$ cat src/common/phc_pkg.sv
// shared constants, state codes and bit-step functions of the packet handler
package phc_pkg;
  // register indices; the byte address is four times the index
  localparam logic [5:0] IDX_SYNC_LOW = 6'h05;
  localparam logic [5:0] IDX_PKT_LEN  = 6'h06;
  localparam logic [5:0] IDX_CTRL_RX  = 6'h07;
  localparam logic [5:0] IDX_CTRL_FMT = 6'h08;
  localparam logic [5:0] IDX_DEV_ADDR = 6'h09;
  localparam logic [5:0] IDX_CONTROL  = 6'h30;
  localparam logic [5:0] IDX_STATUS   = 6'h31;
  localparam logic [5:0] IDX_RX_DATA  = 6'h32;
  localparam logic [5:0] IDX_TX_DATA  = 6'h33;
  // values after reset
  localparam logic [7:0] RST_SYNC_LOW  = 8'h91;
  localparam logic [7:0] RST_PKT_LEN   = 8'hff;
  localparam logic [2:0] RST_PQT       = 3'h0;
  localparam logic       RST_AUTOFLUSH = 1'b0;
  localparam logic       RST_APPEND    = 1'b1;
  localparam logic [1:0] RST_ADDRESS_FILTER_MODE   = 2'h0;
  localparam logic       RST_WHITE     = 1'b1;
  localparam logic [1:0] RST_FMT       = 2'h0;
  localparam logic       RST_CRC_EN    = 1'b1;
  localparam logic [1:0] RST_LEN_CFG   = 2'h1;
  localparam logic [7:0] RST_DEV_ADDR  = 8'h00;
  // field positions in packet_control_rx and packet_control_format
  localparam int POS_PQT       = 5;
  localparam int POS_AUTOFLUSH = 3;
  localparam int POS_APPEND    = 2;
  localparam int POS_ADDRESS_FILTER_MODE   = 0;
  localparam int POS_WHITE     = 6;
  localparam int POS_FMT       = 4;
  localparam int POS_CRC_EN    = 2;
  localparam int POS_LEN_CFG   = 0;
  // field positions in the control register
  localparam int POS_RX_EN      = 0;
  localparam int POS_SEND_CHECK = 1;
  localparam int POS_TX_RESTART = 2;
  localparam int POS_RX_FLUSH   = 3;
  // modes
  localparam logic [1:0] ADR_NONE     = 2'h0;
  localparam logic [1:0] ADR_BC_BOTH  = 2'h3;
  localparam logic [1:0] FMT_FIFO     = 2'h0;
  localparam logic [1:0] FMT_RANDOM   = 2'h2;
  localparam logic [1:0] LEN_FIXED    = 2'h0;
  localparam logic [1:0] LEN_VARIABLE = 2'h1;
  localparam logic [1:0] LEN_INFINITE = 2'h2;
  localparam logic [1:0] LEN_RESERVED = 2'h3;
  localparam logic [7:0] BCAST_ZERO   = 8'h00;
  localparam logic [7:0] BCAST_ONES   = 8'hff;
  // estimator steps
  localparam logic [7:0] PQI_UP   = 8'h01;
  localparam logic [7:0] PQI_DOWN = 8'h08;
  localparam logic [7:0] PQI_MAX  = 8'hff;
  // check sum, whitening and storage
  localparam logic [15:0] CRC_POLY   = 16'h8005;
  localparam logic [15:0] CRC_INIT   = 16'hffff;
  localparam logic [8:0]  PN9_INIT   = 9'h1ff;
  localparam logic [6:0]  FIFO_DEPTH = 7'h40;
  localparam logic [3:0]  BYTE_BITS  = 4'h8;

  typedef enum logic [6:0] {
    ST_HUNT = 7'h01,
    ST_LEN  = 7'h02,
    ST_ADDR = 7'h04,
    ST_PAY  = 7'h08,
    ST_CHK  = 7'h10,
    ST_ST1  = 7'h20,
    ST_ST2  = 7'h40
  } phc_state_t;

  // one bit into the check sum, msb first
  function automatic logic [15:0] crc_step(input logic [15:0] c, input logic b);
    crc_step = {c[14:0], 1'b0} ^ ((c[15] ^ b) ? CRC_POLY : 16'h0000);
  endfunction : crc_step

  // one step of the nine-bit whitening sequence
  function automatic logic [8:0] pn_step(input logic [8:0] p);
    pn_step = {p[0] ^ p[5], p[8:1]};
  endfunction : pn_step
endpackage : phc_pkg

$ cat src/design/phc_packet_handler.sv
// packet handler: register file, receive framer and transmit bit source
// How it works
// - sync_word_low byte, reset 0x91, forms low half of hunted sync word.
// - fixed mode takes packet length from packet_length_limit, reset 0xff.
// - variable mode drops packets whose length byte exceeds packet_length_limit.
// - estimator counts up one on bit change, down eight on repeat.
// - sync accepted only when estimator reaches four times threshold; zero accepts all.
// - flush_on_bad_check empties receive storage after failed check sum.
// - bytes_a appends rssi byte and check-result/lqi byte to each packet.
// - address_filter_mode picks none, exact, zero broadcast, or zero and ones broadcast.
// - whitening_enable bit six whitens transmit and dewhitens receive data.
// - data_path_format 00 moves data through receive storage and transmit register.
// - data_path_format 01 takes transmit bits from general_output_pin_zero.
// - data_path_format 10 sends pseudo-random sequence; receive as in 00.
// - data_path_format 11 takes transmit from pin zero, drives receive bits out.
// - check sum sent on transmit and checked on receive only when enabled.
// - length setting 00 selects fixed length packets.
// - length setting 01, after reset, selects variable length packets.
// - variable length taken from first byte after the sync word.
// - length setting 10 receives without end; setting 11 receives nothing.
// - address compared with device address; broadcast values 0x00 and 0xff.
//
// Chosen here: register access over APB.
`timescale 1ns/100ps
`default_nettype none
module phc_packet_handler
  import phc_pkg::*;
(
  input  wire logic        pclk,
  input  wire logic        presetn,
  input  wire logic        psel,
  input  wire logic        penable,
  input  wire logic        pwrite,
  input  wire logic [7:0]  paddr,
  input  wire logic [31:0] pwdata,
  output logic      [31:0] prdata,
  output logic             pready,
  output logic             pslverr,
  input  wire logic [7:0]  sync_word_high,
  input  wire logic [7:0]  rssi_value,
  input  wire logic [6:0]  lqi_value,
  input  wire logic        rx_bit,
  input  wire logic        rx_bit_valid,
  input  wire logic        tx_bit_req,
  input  wire logic        general_output_pin_zero,
  output logic             tx_bit,
  output logic             tx_bit_valid,
  output logic             rx_serial_out,
  output logic             sync_detected
);
  typedef struct packed {
    logic [7:0]  sync_low;
    logic [7:0]  pkt_len;
    logic [7:0]  dev_addr;
    logic [2:0]  preamble_quality_threshold;
    logic        autoflush;
    logic        append;
    logic [1:0]  address_filter_mode;
    logic        white;
    logic [1:0]  fmt;
    logic        crc_en;
    logic [1:0]  len_cfg;
    logic        rx_en;
    logic [31:0] prdata;
    logic        pready;
    logic        pslverr;
    phc_state_t  st;
    logic [15:0] sh;
    logic        last;
    logic [2:0]  bitcnt;
    logic [7:0]  pqi;
    logic [7:0]  left;
    logic [15:0] crc;
    logic [8:0]  pn;
    logic        chk2;
    logic [6:0]  wr;
    logic [6:0]  rd;
    logic [6:0]  start;
    logic        crc_ok;
    logic        ovf;
    logic        sync_hit;
    logic        pin_s1;
    logic        pin_s2;
    logic [7:0]  txsh;
    logic [3:0]  txcnt;
    logic [15:0] txcrc;
    logic [8:0]  txpn;
    logic [1:0]  txph;
    logic        txbit;
    logic        txval;
    logic        ser;
  } phc_regs_t;

  phc_regs_t   r_reg;
  phc_regs_t   r_next;
  logic        mem_we;
  logic [7:0]  mem_rdata;
  logic        push;
  logic [7:0]  push_d;
  logic        dbit;
  logic [7:0]  rbyte;
  logic        bdone;
  logic        addr_ok;
  logic [15:0] crc_nx;
  logic [6:0]  count;
  logic [5:0]  idx;
  logic        hit;
  logic        acc;
  logic        done;
  logic [31:0] rdv;
  phc_state_t  tail;

  phc_rx_mem u_mem (
    .pclk    (pclk),
    .presetn (presetn),
    .we      (mem_we),
    .waddr   (r_reg.wr[5:0]),
    .wdata   (push_d),
    .raddr   (r_reg.rd[5:0]),
    .rdata   (mem_rdata)
  );

  // helper terms shared by receive and bus logic
  always_comb begin
    idx     = paddr[7:2];
    acc     = psel & penable;
    done    = acc & r_reg.pready;
    count   = r_reg.wr - r_reg.rd;
    dbit    = r_reg.white ? (rx_bit ^ r_reg.pn[0]) : rx_bit;
    rbyte   = {r_reg.sh[6:0], dbit};
    bdone   = rx_bit_valid && (r_reg.bitcnt == 3'd7);
    crc_nx  = crc_step(r_reg.crc, dbit);
    addr_ok = (rbyte == r_reg.dev_addr) || (r_reg.address_filter_mode[1] && rbyte == BCAST_ZERO) ||
              (r_reg.address_filter_mode == ADR_BC_BOTH && rbyte == BCAST_ONES);
    tail    = r_reg.crc_en ? ST_CHK : (r_reg.append ? ST_ST1 : ST_HUNT);
    hit     = 1'b1;
    unique case (idx)
      IDX_SYNC_LOW: rdv = {24'h000000, r_reg.sync_low};
      IDX_PKT_LEN:  rdv = {24'h000000, r_reg.pkt_len};
      IDX_CTRL_RX:  rdv = {24'h000000, r_reg.preamble_quality_threshold, 1'b0, r_reg.autoflush, r_reg.append, r_reg.address_filter_mode};
      IDX_CTRL_FMT: rdv = {24'h000000, 1'b0, r_reg.white, r_reg.fmt, 1'b0, r_reg.crc_en, r_reg.len_cfg};
      IDX_DEV_ADDR: rdv = {24'h000000, r_reg.dev_addr};
      IDX_CONTROL:  rdv = {31'h00000000, r_reg.rx_en};
      IDX_STATUS:   rdv = {14'h0000, r_reg.pqi, (r_reg.txcnt != 4'h0), r_reg.crc_ok, r_reg.ovf, count};
      IDX_RX_DATA:  rdv = {24'h000000, mem_rdata};
      IDX_TX_DATA:  rdv = 32'h00000000;
      default: begin
        rdv = 32'h00000000;
        hit = 1'b0;
      end
    endcase
    if (paddr[1:0] != 2'h0) begin
      hit = 1'b0;
    end
  end

  // next state of the whole block
  always_comb begin
    r_next          = r_reg;
    push            = 1'b0;
    push_d          = rbyte;
    mem_we          = 1'b0;
    r_next.sync_hit = 1'b0;
    r_next.txval    = 1'b0;
    // pin synchroniser
    r_next.pin_s1   = general_output_pin_zero;
    r_next.pin_s2   = r_reg.pin_s1;
    if (rx_bit_valid) begin
      r_next.last = rx_bit;
      if (rx_bit != r_reg.last) begin
        r_next.pqi = (r_reg.pqi == PQI_MAX) ? PQI_MAX : r_reg.pqi + PQI_UP;
      end else begin
        r_next.pqi = (r_reg.pqi < PQI_DOWN) ? 8'h00 : r_reg.pqi - PQI_DOWN;
      end
      if (r_reg.fmt[0]) begin
        r_next.ser = rx_bit;
      end
    end
    // packet receive in modes 00 and 10
    if (!r_reg.rx_en || r_reg.fmt[0]) begin
      r_next.st = ST_HUNT;
    end else if (r_reg.st == ST_ST1) begin
      push      = 1'b1;
      push_d    = rssi_value;
      r_next.st = ST_ST2;
    end else if (r_reg.st == ST_ST2) begin
      push      = 1'b1;
      push_d    = {r_reg.crc_ok, lqi_value};
      r_next.st = ST_HUNT;
    end else if (rx_bit_valid && r_reg.st == ST_HUNT) begin
      r_next.sh = {r_reg.sh[14:0], rx_bit};
      if ({r_reg.sh[14:0], rx_bit} == {sync_word_high, r_reg.sync_low} && r_reg.len_cfg != LEN_RESERVED &&
          (r_reg.preamble_quality_threshold == 3'h0 || r_reg.pqi >= {3'b000, r_reg.preamble_quality_threshold, 2'b00})) begin
        r_next.sync_hit = 1'b1;
        r_next.bitcnt   = 3'd0;
        r_next.crc      = CRC_INIT;
        r_next.pn       = PN9_INIT;
        r_next.chk2     = 1'b0;
        r_next.start    = r_reg.wr;
        r_next.left     = r_reg.pkt_len;
        if (r_reg.len_cfg == LEN_VARIABLE) begin
          r_next.st = ST_LEN;
        end else if (r_reg.address_filter_mode != ADR_NONE) begin
          r_next.st = ST_ADDR;
        end else if (r_reg.len_cfg == LEN_FIXED && r_reg.pkt_len == 8'h00) begin
          r_next.st = tail;
        end else begin
          r_next.st = ST_PAY;
        end
      end
    end else if (rx_bit_valid) begin
      // dewhitening and check sum per bit
      r_next.sh     = {r_reg.sh[14:0], dbit};
      r_next.bitcnt = r_reg.bitcnt + 3'd1;
      r_next.pn     = pn_step(r_reg.pn);
      r_next.crc    = crc_nx;
      if (bdone) begin
        unique case (r_reg.st)
          ST_LEN: begin
            if (rbyte > r_reg.pkt_len) begin
              r_next.st = ST_HUNT;
            end else begin
              push        = 1'b1;
              r_next.left = rbyte;
              if (r_reg.address_filter_mode != ADR_NONE) begin
                r_next.st = ST_ADDR;
              end else begin
                r_next.st = (rbyte == 8'h00) ? tail : ST_PAY;
              end
            end
          end
          ST_ADDR: begin
            if (!addr_ok) begin
              r_next.st = ST_HUNT;
              r_next.wr = r_reg.start;
            end else begin
              push        = 1'b1;
              r_next.left = r_reg.left - 8'h01;
              if (r_reg.len_cfg != LEN_INFINITE && r_reg.left <= 8'h01) begin
                r_next.st = tail;
              end else begin
                r_next.st = ST_PAY;
              end
            end
          end
          ST_PAY: begin
            push        = 1'b1;
            r_next.left = r_reg.left - 8'h01;
            if (r_reg.len_cfg != LEN_INFINITE && r_reg.left == 8'h01) begin
              r_next.st = tail;
            end
          end
          default: begin
            r_next.chk2 = 1'b1;
            if (r_reg.chk2) begin
              r_next.crc_ok = (crc_nx == 16'h0000);
              if (crc_nx != 16'h0000 && r_reg.autoflush) begin
                r_next.wr = r_reg.rd;
                r_next.st = ST_HUNT;
              end else begin
                r_next.st = r_reg.append ? ST_ST1 : ST_HUNT;
              end
            end
          end
        endcase
      end
    end
    // storage write, full storage drops the byte
    if (push) begin
      if (count == FIFO_DEPTH) begin
        r_next.ovf = 1'b1;
      end else begin
        mem_we    = 1'b1;
        r_next.wr = r_reg.wr + 7'd1;
      end
    end
    // transmit bit source
    if (tx_bit_req) begin
      if (r_reg.fmt == FMT_FIFO) begin
        if (r_reg.txcnt != 4'h0) begin
          r_next.txbit = r_reg.txsh[7] ^ (r_reg.white & r_reg.txpn[0]);
          r_next.txval = 1'b1;
          r_next.txsh  = {r_reg.txsh[6:0], 1'b0};
          r_next.txcnt = r_reg.txcnt - 4'h1;
          r_next.txpn  = pn_step(r_reg.txpn);
          // transmit check sum over data bits
          if (r_reg.txph == 2'h0) begin
            r_next.txcrc = crc_step(r_reg.txcrc, r_reg.txsh[7]);
          end
          if (r_reg.txcnt == 4'h1 && r_reg.txph == 2'h2) begin
            r_next.txsh  = r_reg.txcrc[7:0];
            r_next.txcnt = BYTE_BITS;
            r_next.txph  = 2'h1;
          end else if (r_reg.txcnt == 4'h1 && r_reg.txph == 2'h1) begin
            r_next.txph  = 2'h0;
            r_next.txcrc = CRC_INIT;
            r_next.txpn  = PN9_INIT;
          end
        end
      end else if (r_reg.fmt == FMT_RANDOM) begin
        r_next.txbit = r_reg.txpn[0];
        r_next.txval = 1'b1;
        r_next.txpn  = pn_step(r_reg.txpn);
      end else begin
        r_next.txbit = r_reg.pin_s2;
        r_next.txval = 1'b1;
      end
    end
    // bus slave: one wait cycle, then the answer
    r_next.pready  = acc && !r_reg.pready;
    r_next.pslverr = acc && !r_reg.pready && !hit;
    r_next.prdata  = (acc && !r_reg.pready && !pwrite) ? rdv : 32'h00000000;
    if (done && !pwrite && !r_reg.pslverr && idx == IDX_RX_DATA && count != 7'h00) begin
      r_next.rd = r_reg.rd + 7'd1;
    end
    if (done && pwrite && !r_reg.pslverr) begin
      unique case (idx)
        IDX_SYNC_LOW: r_next.sync_low = pwdata[7:0];
        IDX_PKT_LEN:  r_next.pkt_len = pwdata[7:0];
        IDX_CTRL_RX: begin
          r_next.preamble_quality_threshold       = pwdata[POS_PQT +: 3];
          r_next.autoflush = pwdata[POS_AUTOFLUSH];
          r_next.append    = pwdata[POS_APPEND];
          r_next.address_filter_mode   = pwdata[POS_ADDRESS_FILTER_MODE +: 2];
        end
        IDX_CTRL_FMT: begin
          r_next.white   = pwdata[POS_WHITE];
          r_next.fmt     = pwdata[POS_FMT +: 2];
          r_next.crc_en  = pwdata[POS_CRC_EN];
          r_next.len_cfg = pwdata[POS_LEN_CFG +: 2];
        end
        IDX_DEV_ADDR: r_next.dev_addr = pwdata[7:0];
        IDX_CONTROL: begin
          r_next.rx_en = pwdata[POS_RX_EN];
          if (pwdata[POS_RX_FLUSH]) begin
            r_next.wr  = r_reg.rd;
            r_next.ovf = push && (count == FIFO_DEPTH); // overflow set wins over flush
            r_next.st  = ST_HUNT;
          end
          if (r_reg.txcnt == 4'h0 && pwdata[POS_TX_RESTART]) begin
            r_next.txcrc = CRC_INIT;
            r_next.txpn  = PN9_INIT;
          end else if (r_reg.txcnt == 4'h0 && pwdata[POS_SEND_CHECK] && r_reg.crc_en) begin
            r_next.txsh  = r_reg.txcrc[15:8];
            r_next.txcnt = BYTE_BITS;
            r_next.txph  = 2'h2;
          end
        end
        IDX_TX_DATA: begin
          if (r_reg.txcnt == 4'h0) begin
            r_next.txsh  = pwdata[7:0];
            r_next.txcnt = BYTE_BITS;
          end
        end
        default: r_next.rx_en = r_reg.rx_en;
      endcase
    end
  end

  // state register
  always_ff @(posedge pclk or negedge presetn) begin
    if (!presetn) begin
      r_reg           <= '0;
      r_reg.sync_low  <= RST_SYNC_LOW;
      r_reg.pkt_len   <= RST_PKT_LEN;
      r_reg.dev_addr  <= RST_DEV_ADDR;
      r_reg.preamble_quality_threshold       <= RST_PQT;
      r_reg.autoflush <= RST_AUTOFLUSH;
      r_reg.append    <= RST_APPEND;
      r_reg.address_filter_mode   <= RST_ADDRESS_FILTER_MODE;
      r_reg.white     <= RST_WHITE;
      r_reg.fmt       <= RST_FMT;
      r_reg.crc_en    <= RST_CRC_EN;
      r_reg.len_cfg   <= RST_LEN_CFG;
      r_reg.st        <= ST_HUNT;
      r_reg.crc       <= CRC_INIT;
      r_reg.pn        <= PN9_INIT;
      r_reg.txcrc     <= CRC_INIT;
      r_reg.txpn      <= PN9_INIT;
    end else begin
      r_reg <= r_next;
    end
  end

  // outputs straight from the state register
  assign prdata        = r_reg.prdata;
  assign pready        = r_reg.pready;
  assign pslverr       = r_reg.pslverr;
  assign tx_bit        = r_reg.txbit;
  assign tx_bit_valid  = r_reg.txval;
  assign rx_serial_out = r_reg.ser;
  assign sync_detected = r_reg.sync_hit;
endmodule : phc_packet_handler
`default_nettype wire

$ cat src/design/phc_rx_mem.sv
// receive byte storage with registered read data
`timescale 1ns/100ps
`default_nettype none
module phc_rx_mem
  import phc_pkg::*;
(
  input  wire logic       pclk,
  input  wire logic       presetn,
  input  wire logic       we,
  input  wire logic [5:0] waddr,
  input  wire logic [7:0] wdata,
  input  wire logic [5:0] raddr,
  output logic      [7:0] rdata
);
  typedef struct packed {
    logic [7:0] rdata;
  } phc_mem_regs_t;

  phc_mem_regs_t r_reg;
  phc_mem_regs_t r_next;
  logic [7:0]    store [0:FIFO_DEPTH-1];

  // read port follows the address every cycle
  always_comb begin
    r_next       = r_reg;
    r_next.rdata = store[raddr];
  end

  always_ff @(posedge pclk or negedge presetn) begin
    if (!presetn) begin
      r_reg <= '0;
    end else begin
      r_reg <= r_next;
    end
  end

  // array has no reset
  always_ff @(posedge pclk) begin
    if (we) begin
      store[waddr] <= wdata;
    end
  end

  assign rdata = r_reg.rdata;
endmodule : phc_rx_mem
`default_nettype wire

$ cat config.mk
export PLATFORM = sky130hd
export DESIGN_NAME = phc_packet_handler
export DESIGN_NICKNAME = d
export VERILOG_FILES = /design/src/common/phc_pkg.sv /design/src/design/phc_packet_handler.sv /design/src/design/phc_rx_mem.sv
export SDC_FILE = /design/constraint.sdc
export NUM_CORES = 1
export LEC_CHECK = 0
export BUFFER_PORTS_ARGS = -buffer_cell sky130_fd_sc_hd__buf_2
export CAP_MARGIN = 20
export CORE_MARGIN = 4
export CORE_UTILIZATION = 45
export DETAILED_ROUTE_END_ITERATION = 10
export PLACE_DENSITY = 0.73
export SETUP_SLACK_MARGIN = 0.4
export SLEW_MARGIN = 15
export SYNTH_ARGS = -nofsm -noshare
export SYNTH_HDL_FRONTEND = slang
export SYNTH_HIERARCHICAL = 1
export SYNTH_SLANG_ARGS = --single-unit
$ cat constraint.sdc
create_clock -name pclk -period 9.5 [get_ports pclk]
set_input_delay 2.375 -clock pclk [delete_from_list [all_inputs] [get_ports pclk]]
set_output_delay 2.375 -clock pclk [all_outputs]
set_load 0.02 [all_outputs]
* Word-level counts from Yosys, hierarchy flattened
Memory sizes are Yosys's and may differ from the RTL's. A register that Yosys moved wholly into a read port is not among the register bits.
Cells that the tools add are included.
** Operators by class
- Add/subtract/negate cells :: 8
- Reductions and logical operators :: 68
- Mux-type cells :: 107
- Magnitude comparators :: 4
- Bitwise logic cells :: 16
- Equality and inequality tests :: 36
** Operators by type and width (count)
- $mux 7 :: 31
- $pmux 18 s8 :: 1
- $mux 41 :: 3
- $mux 8 :: 10
- $mux 34 :: 2
- $mux 27 :: 2
- $mux 25 :: 2
- $mux 12 :: 4
- $mux 16 :: 3
- $mux 23 :: 2
- $mux 39 :: 1
- $mux 32 :: 1
- $xor 16x16->16 :: 2
- $mux 28 :: 1
- $mux 1 :: 26
- $logic_and 1x1->1 :: 25
- $eq 6x6->1 const B :: 4
- $pmux 12 s2 :: 1
- $pmux 8 s3 :: 1
- $pmux 7 s3 :: 1
- $eq 6x3->1 const B :: 3
- $mux 9 :: 2
- $eq 16x16->1 :: 1
- $eq 8x8->1 const B :: 2
- 56 further kinds :: 108
** Word-level totals
- Word-level logic and storage cells :: 280
- Memories kept :: 1
- Bits in writable memories :: 512
- Register bits :: 208
** Memory list
- u_mem.store :: depth 64, width 8, read ports 1, clocked after memory_dff 1, write ports 1, RTL line phc_rx_mem.sv:21 : logic [7:0] store [0:FIFO_DEPTH-1];

* Logic depth before layout (Yosys ltp)
Gate-level depths: netlist of the first run.
- Depth after elaboration :: 21
- Gate-level depth with buffers :: 14

* Hierarchy
Netlist of the first run, hierarchy kept.
** By module, submodules not included
- phc_rx_mem :: instances 1, area an instance 20171.8 µm², cells an instance 912
- phc_packet_handler :: instances 1, area an instance 11273.3 µm², cells an instance 1166

* Worst setup path after synthesis of the first run
Ideal clock, no wire load.
- Path kind :: input to register
- Start point :: input port lqi_value[1]
- End point :: memory u_mem.store[0][1] (data pin)
- Library setup time :: 0.702 ns
- Setup slack :: 3.828 ns
- Data arrival time :: 4.971 ns
- Data required time :: 8.798 ns
- Buffers on the path :: 0
- Cell stages on the path :: 2
- Path through :: mux2i_1 > o21ai_0
** Between the ends
- Word-level cells in the longest chain between the ends :: 3
** Ends and longest elaborated chain
- from (decl) :: RTL line phc_packet_handler.sv:41 : input wire logic [6:0] lqi_value,
- $mux 8 :: RTL line phc_packet_handler.sv:186 : end else if (r_reg.st == ST_ST2) begin
- $mux 8 :: RTL line phc_packet_handler.sv:182 : end else if (r_reg.st == ST_ST1) begin
- $mux 8 :: RTL line phc_packet_handler.sv:180 : if (!r_reg.rx_en || r_reg.fmt[0]) begin
- net push_d[1] :: RTL line phc_packet_handler.sv:99 : logic [7:0] push_d;
- to (decl) :: RTL line phc_rx_mem.sv:21
The timed path passes the listed nets, and every way through them passes these cells.

* Worst setup path after layout of the first run
- Start point :: input port rx_bit
- End point :: memory u_mem.store[15][5], enable pin
** Between the ends
- Word-level cells in the longest chain between the ends :: 17
- Elaborated cells between the ends (all ways) :: 22
- Those cells by class :: order compare (1); eq/ne (2); mux (13); bitwise (1); reduce/logical (5)
** Ends and longest elaborated chain
- from (decl) :: RTL line phc_packet_handler.sv:42 : input wire logic rx_bit,
- $xor 1x1->1 :: RTL line phc_packet_handler.sv:129 : dbit = r_reg.white ? (rx_bit ^ r_reg.pn[0]) : rx_bit;
- $mux 1 * :: RTL line phc_packet_handler.sv:129
- branches (longest 5 deep; another with $gt 8x8->1)
- $pmux 1 s3 * :: RTL line phc_packet_handler.sv:218 : unique case (r_reg.st)
- $mux 1 * :: RTL line phc_packet_handler.sv:217 : if (bdone) begin
- $mux 1 * :: RTL line phc_packet_handler.sv:211 : end else if (rx_bit_valid) begin
- $mux 1 * :: RTL line phc_packet_handler.sv:190 : end else if (rx_bit_valid && r_reg.st == ST_HUNT) begin
- $mux 1 * :: RTL line phc_packet_handler.sv:186
- $mux 1 * :: RTL line phc_packet_handler.sv:182
- $mux 1 * :: RTL line phc_packet_handler.sv:180
- $mux 1 * :: RTL line phc_packet_handler.sv:269 : if (push) begin
- net mem_we :: RTL line phc_packet_handler.sv:96 : logic mem_we;
- $mux 1 * :: RTL line phc_rx_mem.sv:39 : if (we) begin
- $mux 1 (not written as such) * :: RTL line phc_rx_mem.sv:40 : store[waddr] <= wdata;
Mark *: on every way through the listed nets, which the timed path passes.

==> results.ini, run 1 <==
[floorplanning]
die_w_um = 272
fp.coreArea_um2 = 68900
rows = 96
die_area_um2 = 74200
start_util_pct = 45.6
die-height_um = 272
ios = 110

[place]
dp_hpwl_mm = 45.5
dpl.cell_count = 2974
placed_cell_area_um2 = 32500
numPortBuffers = 71
place_congestion = 0.908

[setup_path]
required_ns = 9.75
path_cells = buf_2 -> nand3b_1 -> and2_1 -> xor2_1 -> a22o_2 -> a211oi_1 -> o21a_1 -> a21oi_1 -> nand4_1 -> nor2_1
r2r_slack_ns = 4.31
r2r_cells = 9
critPathArrivalTime_ns = 6.50
worst_r2r_startpoint = r_reg[54]$_DFFE_PN0P_
startpoint_type = input pin
slowest_stage = nor2_1
setup.worst_path.class = in2reg
r2r-end = u_mem/store[15][5]$_DFFE_PP_
crit_fanout = 10
crit_path_end_kind = register
cpPeakStageDelay_ns = 0.85

[global_route]
grt_pass1_wl_mm = 113
antenna_found_initial = 1
grt_start_max_net_pins = 88
grt_remaining_overflow = 0
grt_pass1_vias = 18777
grtUsageTotal_pct = 19.6

[power_and_ir_drop]
power_uw = 6730
powerDensity_nw_per_um2 = 193
vdd.ir_drop.worst_v = 0.000140
p_leak_uw = 0.0130

[synthesis]
yosysSeqAreaShare_pct = 65.2
synth_seq_cells = 714
synth_top_cell_by_area = edfxtp_1
synth_flop_cell = edfxtp_1
syn_avg_cell_area_um2 = 15.1
yosysWarnings = 6
syn_area_um2 = 31400
synth.top_cell.area_share_pct = 48.9
synth_cell_types = 88
netlist_top_cells_area = edfxtp_1 49%, dfrtp_1 11%, mux4_2 9.6%, dfstp_2 5.5%, mux2_2 2.7%
synth-edff-count = 512
netlist_instances = 2078
async_flop_share_pct = 28.3

[finish]
nets = 2221
diodes = 0
finalInstanceArea_um2 = 34900
area_growth_pct = 11.1
instances_no_fill = 3109
fin_util_pct = 50.7
largest_reg_flops = 512
final_common_cell = edfxtp_1
drive_gt1_share_pct = 24.0
layout_common_cells = 512 x edfxtp_1, 167 x nand2_1, 134 x mux4_2, 132 x dfrtp_1, 131 x nor2_1

[clocking]
cts_root_buffer = clkbuf_16
h-tree-depth = 3
cts.sinks = 714
clkTransAtPathRegs_ns = 0.06
hold_buffers = 0
clock_latency_ns = 0.63
tritoncts = yes
numCtsBuffers = 73
cts_buffer_depth = 3
cts_resized = 0
postCtsSetupBuffers = 0

[sta]
setup_viol = 0
fin_crit_ns = 6.25
tns_ns = 0
finClkSkew_ns = 0.0279
max_slew.worst_pin.slew_ns = 1.05
slew_violations = 0
max_freq_mhz = 160
finalCritPeriodShare_pct = 65.8
slew_headroom_pct = 29.8
rsz0062_at_grt = no
finalHoldViolCount = 0

[drt]
route.detailed.drc = 0
vias_per_cell = 6.00
routed_wl_mm = 73.1
wire_per_inst_um = 23.5
drt_iter0_drc = 1910
num_vias = 18653
first_pass_iters = 9
ant_nets = 0

[worst_hold_path]
hold_start = r_next[42]$_DFF_PN0_
hold_class = reg2reg
whs_path_depth = 0
min_to = r_reg[42]$_DFF_PN0_

[job]
maxCapViolCount = 0

[outcome]
status = finished clean

## synth_stat cells, types with 12 or more instances
master / count
mux2_2: 75
nand3b_1: 14
ha_1: 29
a21oi_1: 59
mux4_2: 134
xnor2_1: 26
o22ai_1: 27
dfrtp_1: 136
nand3_1: 48
dfstp_2: 66
nor2_1: 131
o22a_1: 25
xor2_1: 34
mux2i_1: 42
nor3_1: 24
buf_2: 30
o21ai_0: 76
buf_4: 40
nor4_1: 14
clkbuf_1: 56
nand4_1: 12
a22oi_1: 24
nand2_1: 167
edfxtp_1: 512
inv_1: 39
and2_1: 14
and3_1: 17
## where the power goes
| group | total, µW | switching [µW] | leakage (µW) | internal (µW) |
|---|---|---|---|---|
| Combinational | 373 | 233 | 0.00400 | 140 |
| Clock | 2830 | 1210 | 0.00114 | 1620 |
| Sequential | 3530 | 91.3 | 0.00784 | 3440 |
| Total | 6730 | 1530 | 0.0130 | 5200 |
## layout make-up
class                      instances  area, µm²
sequential                       714      20500
fill                            5664      34000
clock inverter                    38        424
timing repair buffer              96        556
tap                              931       1160
inverter                          39        146
clock buffer                      96       1970
multi-input combinational       1195      10100
## worst max-delay path by stage
stage	startpoint	endpoint	slack, ns	cells after the start
2_1_floorplan	lqi_value[1]	u_mem/store[0][1]$_DFFE_PP_	3.83	2
3_3_place_gp	rx_bit	u_mem/store[34][2]$_DFFE_PP_	2.73	11
3_5_place_dp	rx_bit	u_mem/store[34][2]$_DFFE_PP_	2.58	11
4_1_cts	rx_bit	u_mem/store[34][2]$_DFFE_PP_	3.01	11
5_1_grt	rx_bit	u_mem/store[7][5]$_DFFE_PP_	3.16	10
6_report	rx_bit	u_mem/store[15][5]$_DFFE_PP_	3.25	10
## logic make-up (layout without fill, tap and decap cells)
| kind of cell | Yosys count | in the layout | share of synthesized area [%] |
|---|---|---|---|
| buffers and inverters | 182 | 269 | 3.01 |
| other | 1 | 14 | 0.0119 |
| xor gates and xnor gates | 61 | 61 | 1.75 |
| AOI/OAI and AO/OA | 328 | 328 | 7.20 |
| muxes | 251 | 251 | 13.6 |
| and+or+nand+nor | 511 | 511 | 7.96 |
| DFF | 714 | 714 | 65.2 |
| adders and majority gates | 30 | 30 | 1.22 |
## critical path, delay by kind of cell
kind / cells / cell delay, ns
AOI/OAI and AO/OA: 4 / 1.38
and+or+nand+nor: 4 / 2.22
buffers and inverters: 1 / 0.27
xor gates and xnor gates: 1 / 0.24
## per-layer routing
metal  track usage [%]  part of all wire, %  vias to the layer above
li1                  -                    -                     8076
met1              26.3                   40                     9527
met2              32.5                   49                      882
met3              3.52                  7.5                      166
met4              6.73                  3.3                        2
met5                 0                0.023                        -
## stage by stage
stage	worst slack, ns	hold slack (ns)
6_report	3.25	0.365
5_1_grt	3.16	0.377
4_1_cts	3.01	0.366
3_5_place_dp	2.58	0.339
3_3_place_gp	2.73	0.344
2_1_floorplan	3.83	0.331
No activity file was read; power rests on OpenSTA's default activity.
==> run 2, diff against run 1 <==
==> constraint.sdc (replaced) <==
create_clock -name pclk -period 5.85 [get_ports pclk]
set_input_delay 1.4625 -clock pclk [delete_from_list [all_inputs] [get_ports pclk]]
set_output_delay 1.4625 -clock pclk [all_outputs]
set_load 0.02 [all_outputs]
==> run 2 against run 1 <==
Against the previous run:
- die area unchanged
- register-to-register slack got worse by 2.8 ns
- largest power group unchanged
- final area grew 0.93%
- utilization rose by 0.47 points
==> results.ini, run 2 (synthesis gave the netlist of run 1 again) <==
[place]
dp_hpwl_mm = 47.3
dpl.cell_count = 3018
place_congestion = 0.902
numPortBuffers = 71

[global_route]
grt_start_max_net_pins = 125
grt_pass1_wl_mm = 115
grt_pass1_vias = 18977
antenna_found_initial = 0
grtUsageTotal_pct = 19.9
grt_remaining_overflow = 0

[setup_path]
crit_top_cell = nand2_1
path_cells = ha_1 -> fa_1 -> nand2b_1 -> a211oi_1 -> mux2i_1 -> nand2_1 -> a21oi_1 -> buf_4 -> nor2b_1 -> nand2_1 -> nor2_1
crit_fanout = 43
slowest_stage = dfrtp_4
r2r-end = u_mem/store[20][6]$_DFFE_PP_
crit_family = simple AND/OR/NAND/NOR gates
cpPeakStageDelay_ns = 0.76
critPathArrivalTime_ns = 4.55
cp-startpoint = r_reg[54]$_DFFE_PN0P_
r2r_cells = 11
critPathBufInv = 1
r2r_slack_ns = 1.55
required_ns = 6.10
startpoint_type = register
setup.worst_path.class = reg2reg
crit_path_end_kind = register
worst_r2r_startpoint = r_reg[54]$_DFFE_PN0P_

[worst_hold_path]
hold_start = r_next[42]$_DFF_PN0_
whs_path_depth = 0
min_to = r_reg[42]$_DFF_PN0_
hold_class = reg2reg

[finish]
area_growth_pct = 12.1
n_fill_cell = 5599
drive_gt1_share_pct = 25.7
layout_common_cells = 512 x edfxtp_1, 167 x nand2_1, 134 x mux4_2, 132 x dfrtp_1, 131 x nor2_1
largest_reg_flops = 512
final_common_cell = edfxtp_1
instances_no_fill = 3152
diodes = 0
nets = 2265

[floorplanning]
die_area_um2 = 74200
die-height_um = 272
fp.coreArea_um2 = 68900
rows = 96
die_w_um = 272
ios = 110
start_util_pct = 45.6

[sta]
finalHoldViolCount = 0
slew_violations = 0
slew_headroom_pct = 29.4
max_slew.worst_pin.slew_ns = 1.04
rsz0062_at_grt = no
fin_crit_ns = 4.30
max_freq_mhz = 233
finClkSkew_ns = 0.0196
tns_ns = 0
finalCritPeriodShare_pct = 73.5
setup_viol = 0

[drt]
drt_iter0_drc = 2129
wire_per_inst_um = 23.6
first_pass_iters = 8
route.detailed.drc = 0
routed_wl_mm = 74.5
num_vias = 18798
vias_per_cell = 5.96
ant_nets = 0

[clocking]
postCtsSetupBuffers = 0
cts_root_buffer = clkbuf_16
hold_buffers = 0
clock_latency_ns = 0.62
tritoncts = yes
cts_buffer_depth = 3
cts_resized = 0
numCtsBuffers = 73
clkTransAtPathRegs_ns = 0.06
h-tree-depth = 3
cts.sinks = 714

[outcome]
status = finished clean

[power_and_ir_drop]
powerDensity_nw_per_um2 = 311
p_leak_uw = 0.0133
vdd.ir_drop.worst_v = 0.000276

[job]
maxCapViolCount = 0

## run 2: cell types whose count changed in the layout (fill, tap and decap cells not counted), moves of 2 or more
cell / previous run / this run
clkbuf_1: 17 / 12
inv_16: 0 / 2
inv_6: 4 / 0
nor3_2: 7 / 4
clkinv_2: 6 / 16
clkinv_1: 11 / 8
buf_4: 24 / 67
nor3_1: 21 / 24
clkbuf_16: 73 / 75
clkinv_16: 3 / 0
clkinvlp_4: 7 / 5
## run 2: metal layers
layer	up-vias	routed length, µm	global-route usage (%)	share of wire (%)
li1	8165	-	-	-
met1	9562	29800	27.3	40
met2	925	36400	32.7	49
met3	146	6170	3.61	8.3
met4	0	2200	6.15	2.9
met5	-	0	0	0
## run 2: layout make-up
| class | instances | area, µm² | share of cell area [%] |
|---|---|---|---|
| Clock inverter | 40 | 390 | 1.11 |
| Timing Repair Buffer | 140 | 898 | 2.55 |
| Sequential cell | 714 | 20500 | 58.2 |
| Multi-Input combinational cell | 1195 | 10100 | 28.7 |
| Inverter | 39 | 146 | 0.415 |
| Tap cell | 931 | 1160 | 3.30 |
| Clock buffer | 93 | 2000 | 5.69 |
## run 2: power breakdown
| part | total [µW] | leakage (µW) | internal (µW) | switching, µW |
|---|---|---|---|---|
| sequential | 5730 | 0.00787 | 5580 | 147 |
| clock | 4620 | 0.00117 | 2670 | 1950 |
| combinational | 607 | 0.00424 | 228 | 379 |
## run 2: worst max path at each step
stage	depth (start not counted)	endpoint	slack (ns)
final	11	u_mem/store[20][6]$_DFFE_PP_	1.55
after global routing	11	u_mem/store[36][0]$_DFFE_PP_	1.16
after CTS	11	u_mem/store[20][1]$_DFFE_PP_	1.49
after detailed placement	12	u_mem/store[20][6]$_DFFE_PP_	1.02
after global placement	12	u_mem/store[36][0]$_DFFE_PP_	1.06
after floorplan	2	u_mem/store[0][1]$_DFFE_PP_	1.09
## run 2: stage by stage
stage	util, %	worst slack [ns]	cell area [µm²]	hold slack [ns]	total power [µW]
detailed placement	47.6	1.02	32800	0.341	6430
global placement	47.6	1.06	32800	0.344	6380
finish	51.1	1.55	35300	0.350	11000
CTS	51.1	1.49	35200	0.353	11000
floorplan	-	1.09	31500	0.331	6220
global route	51.1	1.16	35300	0.365	11400
==> run 3, diff against run 2 <==
--- a/config.mk
+++ b/config.mk
@@ -5,12 +5,13 @@
 export SDC_FILE = /design/constraint.sdc
 export NUM_CORES = 1
 export LEC_CHECK = 0
+export ABC_AREA = 1
 export BUFFER_PORTS_ARGS = -buffer_cell sky130_fd_sc_hd__buf_2
 export CAP_MARGIN = 20
 export CORE_MARGIN = 4
 export CORE_UTILIZATION = 45
 export DETAILED_ROUTE_END_ITERATION = 10
-export PLACE_DENSITY = 0.73
+export PLACE_DENSITY = 0.75
 export SETUP_SLACK_MARGIN = 0.4
 export SLEW_MARGIN = 15
 export SYNTH_ARGS = -nofsm -noshare
==> constraint.sdc (replaced) <==
create_clock -name pclk -period 3.7 [get_ports pclk]
set_input_delay 0.925 -clock pclk [delete_from_list [all_inputs] [get_ports pclk]]
set_output_delay 0.925 -clock pclk [all_outputs]
set_load 0.02 [all_outputs]
==> run 3 against run 2 <==
Against the previous run:
- sequential power is 60% higher
- hold slack got worse by 0.030 ns
- die area is 3.7% higher
- sequential share of layout area fell by 2.8 points
- first-iteration DRC count up 40%
- highest routed layer unchanged
- register-to-register slack worse by 0.98 ns
- global-route usage is 1.4 points higher
==> results.ini, run 3 <==
[outcome]
status = finished clean

[setup_path]
r2r-end = u_mem/store[48][4]$_DFFE_PP_
setup.worst_path.class = reg2reg
crit_path_end_kind = register
required_ns = 4.01
r2r_cells = 19
worst_r2r_startpoint = r_reg[198]$_DFFE_PN1P_
r2r_slack_ns = 0.57
startpoint_type = register
critPathArrivalTime_ns = 3.44
crit_fanout = 12

[worst_hold_path]
hold_class = in2async

[synthesis]
syn_avg_cell_area_um2 = 9.94
netlist_instances = 3285
synth-edff-count = 512
synth_flop_cell = edfxtp_1
synth_top_cell_by_area = edfxtp_1
yosysWarnings = 6
yosysSeqAreaShare_pct = 62.8
syn_area_um2 = 32600
synth.top_cell.area_share_pct = 47.1
yosys-top-cells-count = 1044 x nand2_1, 514 x nand3_1, 512 x edfxtp_1
synth_seq_cells = 714
async_flop_share_pct = 28.3
synth.most_common_cell = nand2_1
netlist_top_cells_area = edfxtp_1 47%, nand2_1 12%, dfrtp_1 10%, nand3_1 7.9%, dfstp_2 5.3%
synth_cell_types = 58

[finish]
drive_gt1_share_pct = 13.0
fin_util_pct = 51.6
nets = 3499
largest_reg_flops = 512
n_fill_cell = 6160
instances_no_fill = 4408
regArea_um2 = 20500
final_common_cell = nand2_1
layout_common_cells = 1041 x nand2_1, 513 x nand3_1, 512 x edfxtp_1, 208 x inv_1, 175 x nor2_1
multi_input_area_um2 = 10400
area_growth_pct = 13.4

[job]
maxCapViolCount = 0

[drt]
drt_iter0_drc = 2981
routed_wl_mm = 84.5
ant_nets = 0
vias_per_cell = 5.54
num_vias = 24435
wire_per_inst_um = 19.2
first_pass_iters = 5
route.detailed.drc = 0

[sta]
slew_headroom_pct = 32.2
slew_violations = 0
rsz0062_at_grt = no
max_slew.worst_pin.slew_ns = 1.02
finalCritPeriodShare_pct = 84.5
fin_crit_ns = 3.13
finClkSkew_ns = 0.0242
finalHoldViolCount = 0
setup_viol = 0
fin_ws_ns = 0.573
tns_ns = 0
max_freq_mhz = 320

[global_route]
grt_pass1_vias = 23195
grt_remaining_overflow = 0
grt_pass1_wl_mm = 131
grt_start_max_net_pins = 196
grtUsageTotal_pct = 21.4
antenna_found_initial = 1

[clocking]
numCtsBuffers = 75
tritoncts = yes
cts.sinks = 714
hold_buffers = 0
cts_buffer_depth = 3
h-tree-depth = 3
clock_latency_ns = 0.63
clkTransAtPathRegs_ns = 0.06
cts_root_buffer = clkbuf_16

[power_and_ir_drop]
vdd.ir_drop.worst_v = 0.000347
p_leak_uw = 0.0149
powerDensity_nw_per_um2 = 492
power_uw = 18200

[floorplanning]
die-height_um = 277
die_area_um2 = 76900
fp.coreArea_um2 = 71700
start_util_pct = 45.5
rows = 98
die_w_um = 277
ios = 110

[place]
dpl.cell_count = 4264
numPortBuffers = 71
dpl_worst_slack_ns = 0.167
dp_hpwl_mm = 53.2
place_congestion = 0.948

-- run 3: cell types whose count changed after synthesis, sizes merged, moves of 18 or more --
cell / before / now
a21oi: 60 / 35
buf: 86 / 148
clkbuf: 57 / 25
inv: 39 / 224
mux2: 75 / 0
mux2i: 42 / 0
mux4: 134 / 0
nand2: 167 / 1052
nand3: 48 / 516
nor2: 131 / 198
o21ai: 78 / 129
o22a: 25 / 0
o22ai: 27 / 9
-- run 3: what timing repair did --
action,in CTS,in global routing
gates resized for setup,0,11
endpoints found under the setup margin,0,507
setup buffers,0,5
-- run 3: kinds of logic after synthesis --
family	share of synthesized area [%]
XOR/XNOR	1.07
adder cells (fa/ha/maj)	1.17
AO/OA/AOI/OAI	5.16
other	0.0115
flip-flops	62.8
buffers and inverters	6.08
AND/OR/NAND/NOR	23.7
-- run 3: where the power goes --
group / switching, µW / internal (µW) / total (µW)
Clock: 3110 / 4440 / 7550
Sequential: 225 / 8960 / 9190
Combinational: 967 / 487 / 1450
-- run 3: per-stage QoR --
stage / hold WS, ns / instance area [µm²]
after floorplan: 0.331 / 32800
after global placement: 0.338 / 34400
after detailed placement: 0.343 / 34400
after global routing: 0.362 / 37000
final: 0.320 / 37000
after CTS: 0.337 / 36900
-- run 3: area by class of cell --
class                           count  share of cell area [%]
Clock inverter                     42                    1.14
Sequential cell                   714                    55.5
Clock buffer                       95                    5.56
Multi-Input combinational cell   2182                    28.1
Tap cell                          950                    3.21
Timing Repair Buffer              195                    4.17
Antenna cell                        1                 0.00676
Inverter                          229                    2.36
-- run 3: worst max-delay path: stages (launching register included) --
cell,delay [ns]
dfstp_2,0.58
inv_1,0.07
ha_1,0.29
nand2_1,0.07
nor2_2,0.10
nand2_1,0.09
inv_1,0.08
nand4_1,0.10
nand2_2,0.12
nand2_1,0.07
nand3_1,0.14
nand2_1,0.08
nand2_2,0.09
nand2_4,0.08
inv_2,0.09
buf_12,0.14
nand3_1,0.10
buf_4,0.19
nor2_1,0.14
buf_4,0.20
-- run 3: per-layer routing --
metal	part of all wire, %	vias up	track usage (%)	wire length [µm]
met3	8.6	213	3.76	7260
met4	3.7	0	7.94	3140
li1	-	11337	-	-
met2	47	1177	34.4	39600
met1	41	11708	29.2	34500
met5	0	-	0	0
-- run 3: worst max path at each step --
stage / from / to / slack (ns) / depth (start not counted)
6_report: r_reg[198]$_DFFE_PN1P_ / u_mem/store[48][4]$_DFFE_PP_ / 0.57 / 19
3_3_place_gp: rx_bit / u_mem/store[40][1]$_DFFE_PP_ / 0.24 / 18
3_5_place_dp: rx_bit / u_mem/store[45][6]$_DFFE_PP_ / 0.17 / 18
2_1_floorplan: r_reg[130]$_DFF_PN1_ / u_mem/store[0][1]$_DFFE_PP_ / 0.02 / 9
4_1_cts: r_reg[200]$_DFFE_PN1P_ / u_mem/store[45][4]$_DFFE_PP_ / 0.40 / 18
5_1_grt: r_reg[200]$_DFFE_PN1P_ / u_mem/store[48][7]$_DFFE_PP_ / 0.41 / 19
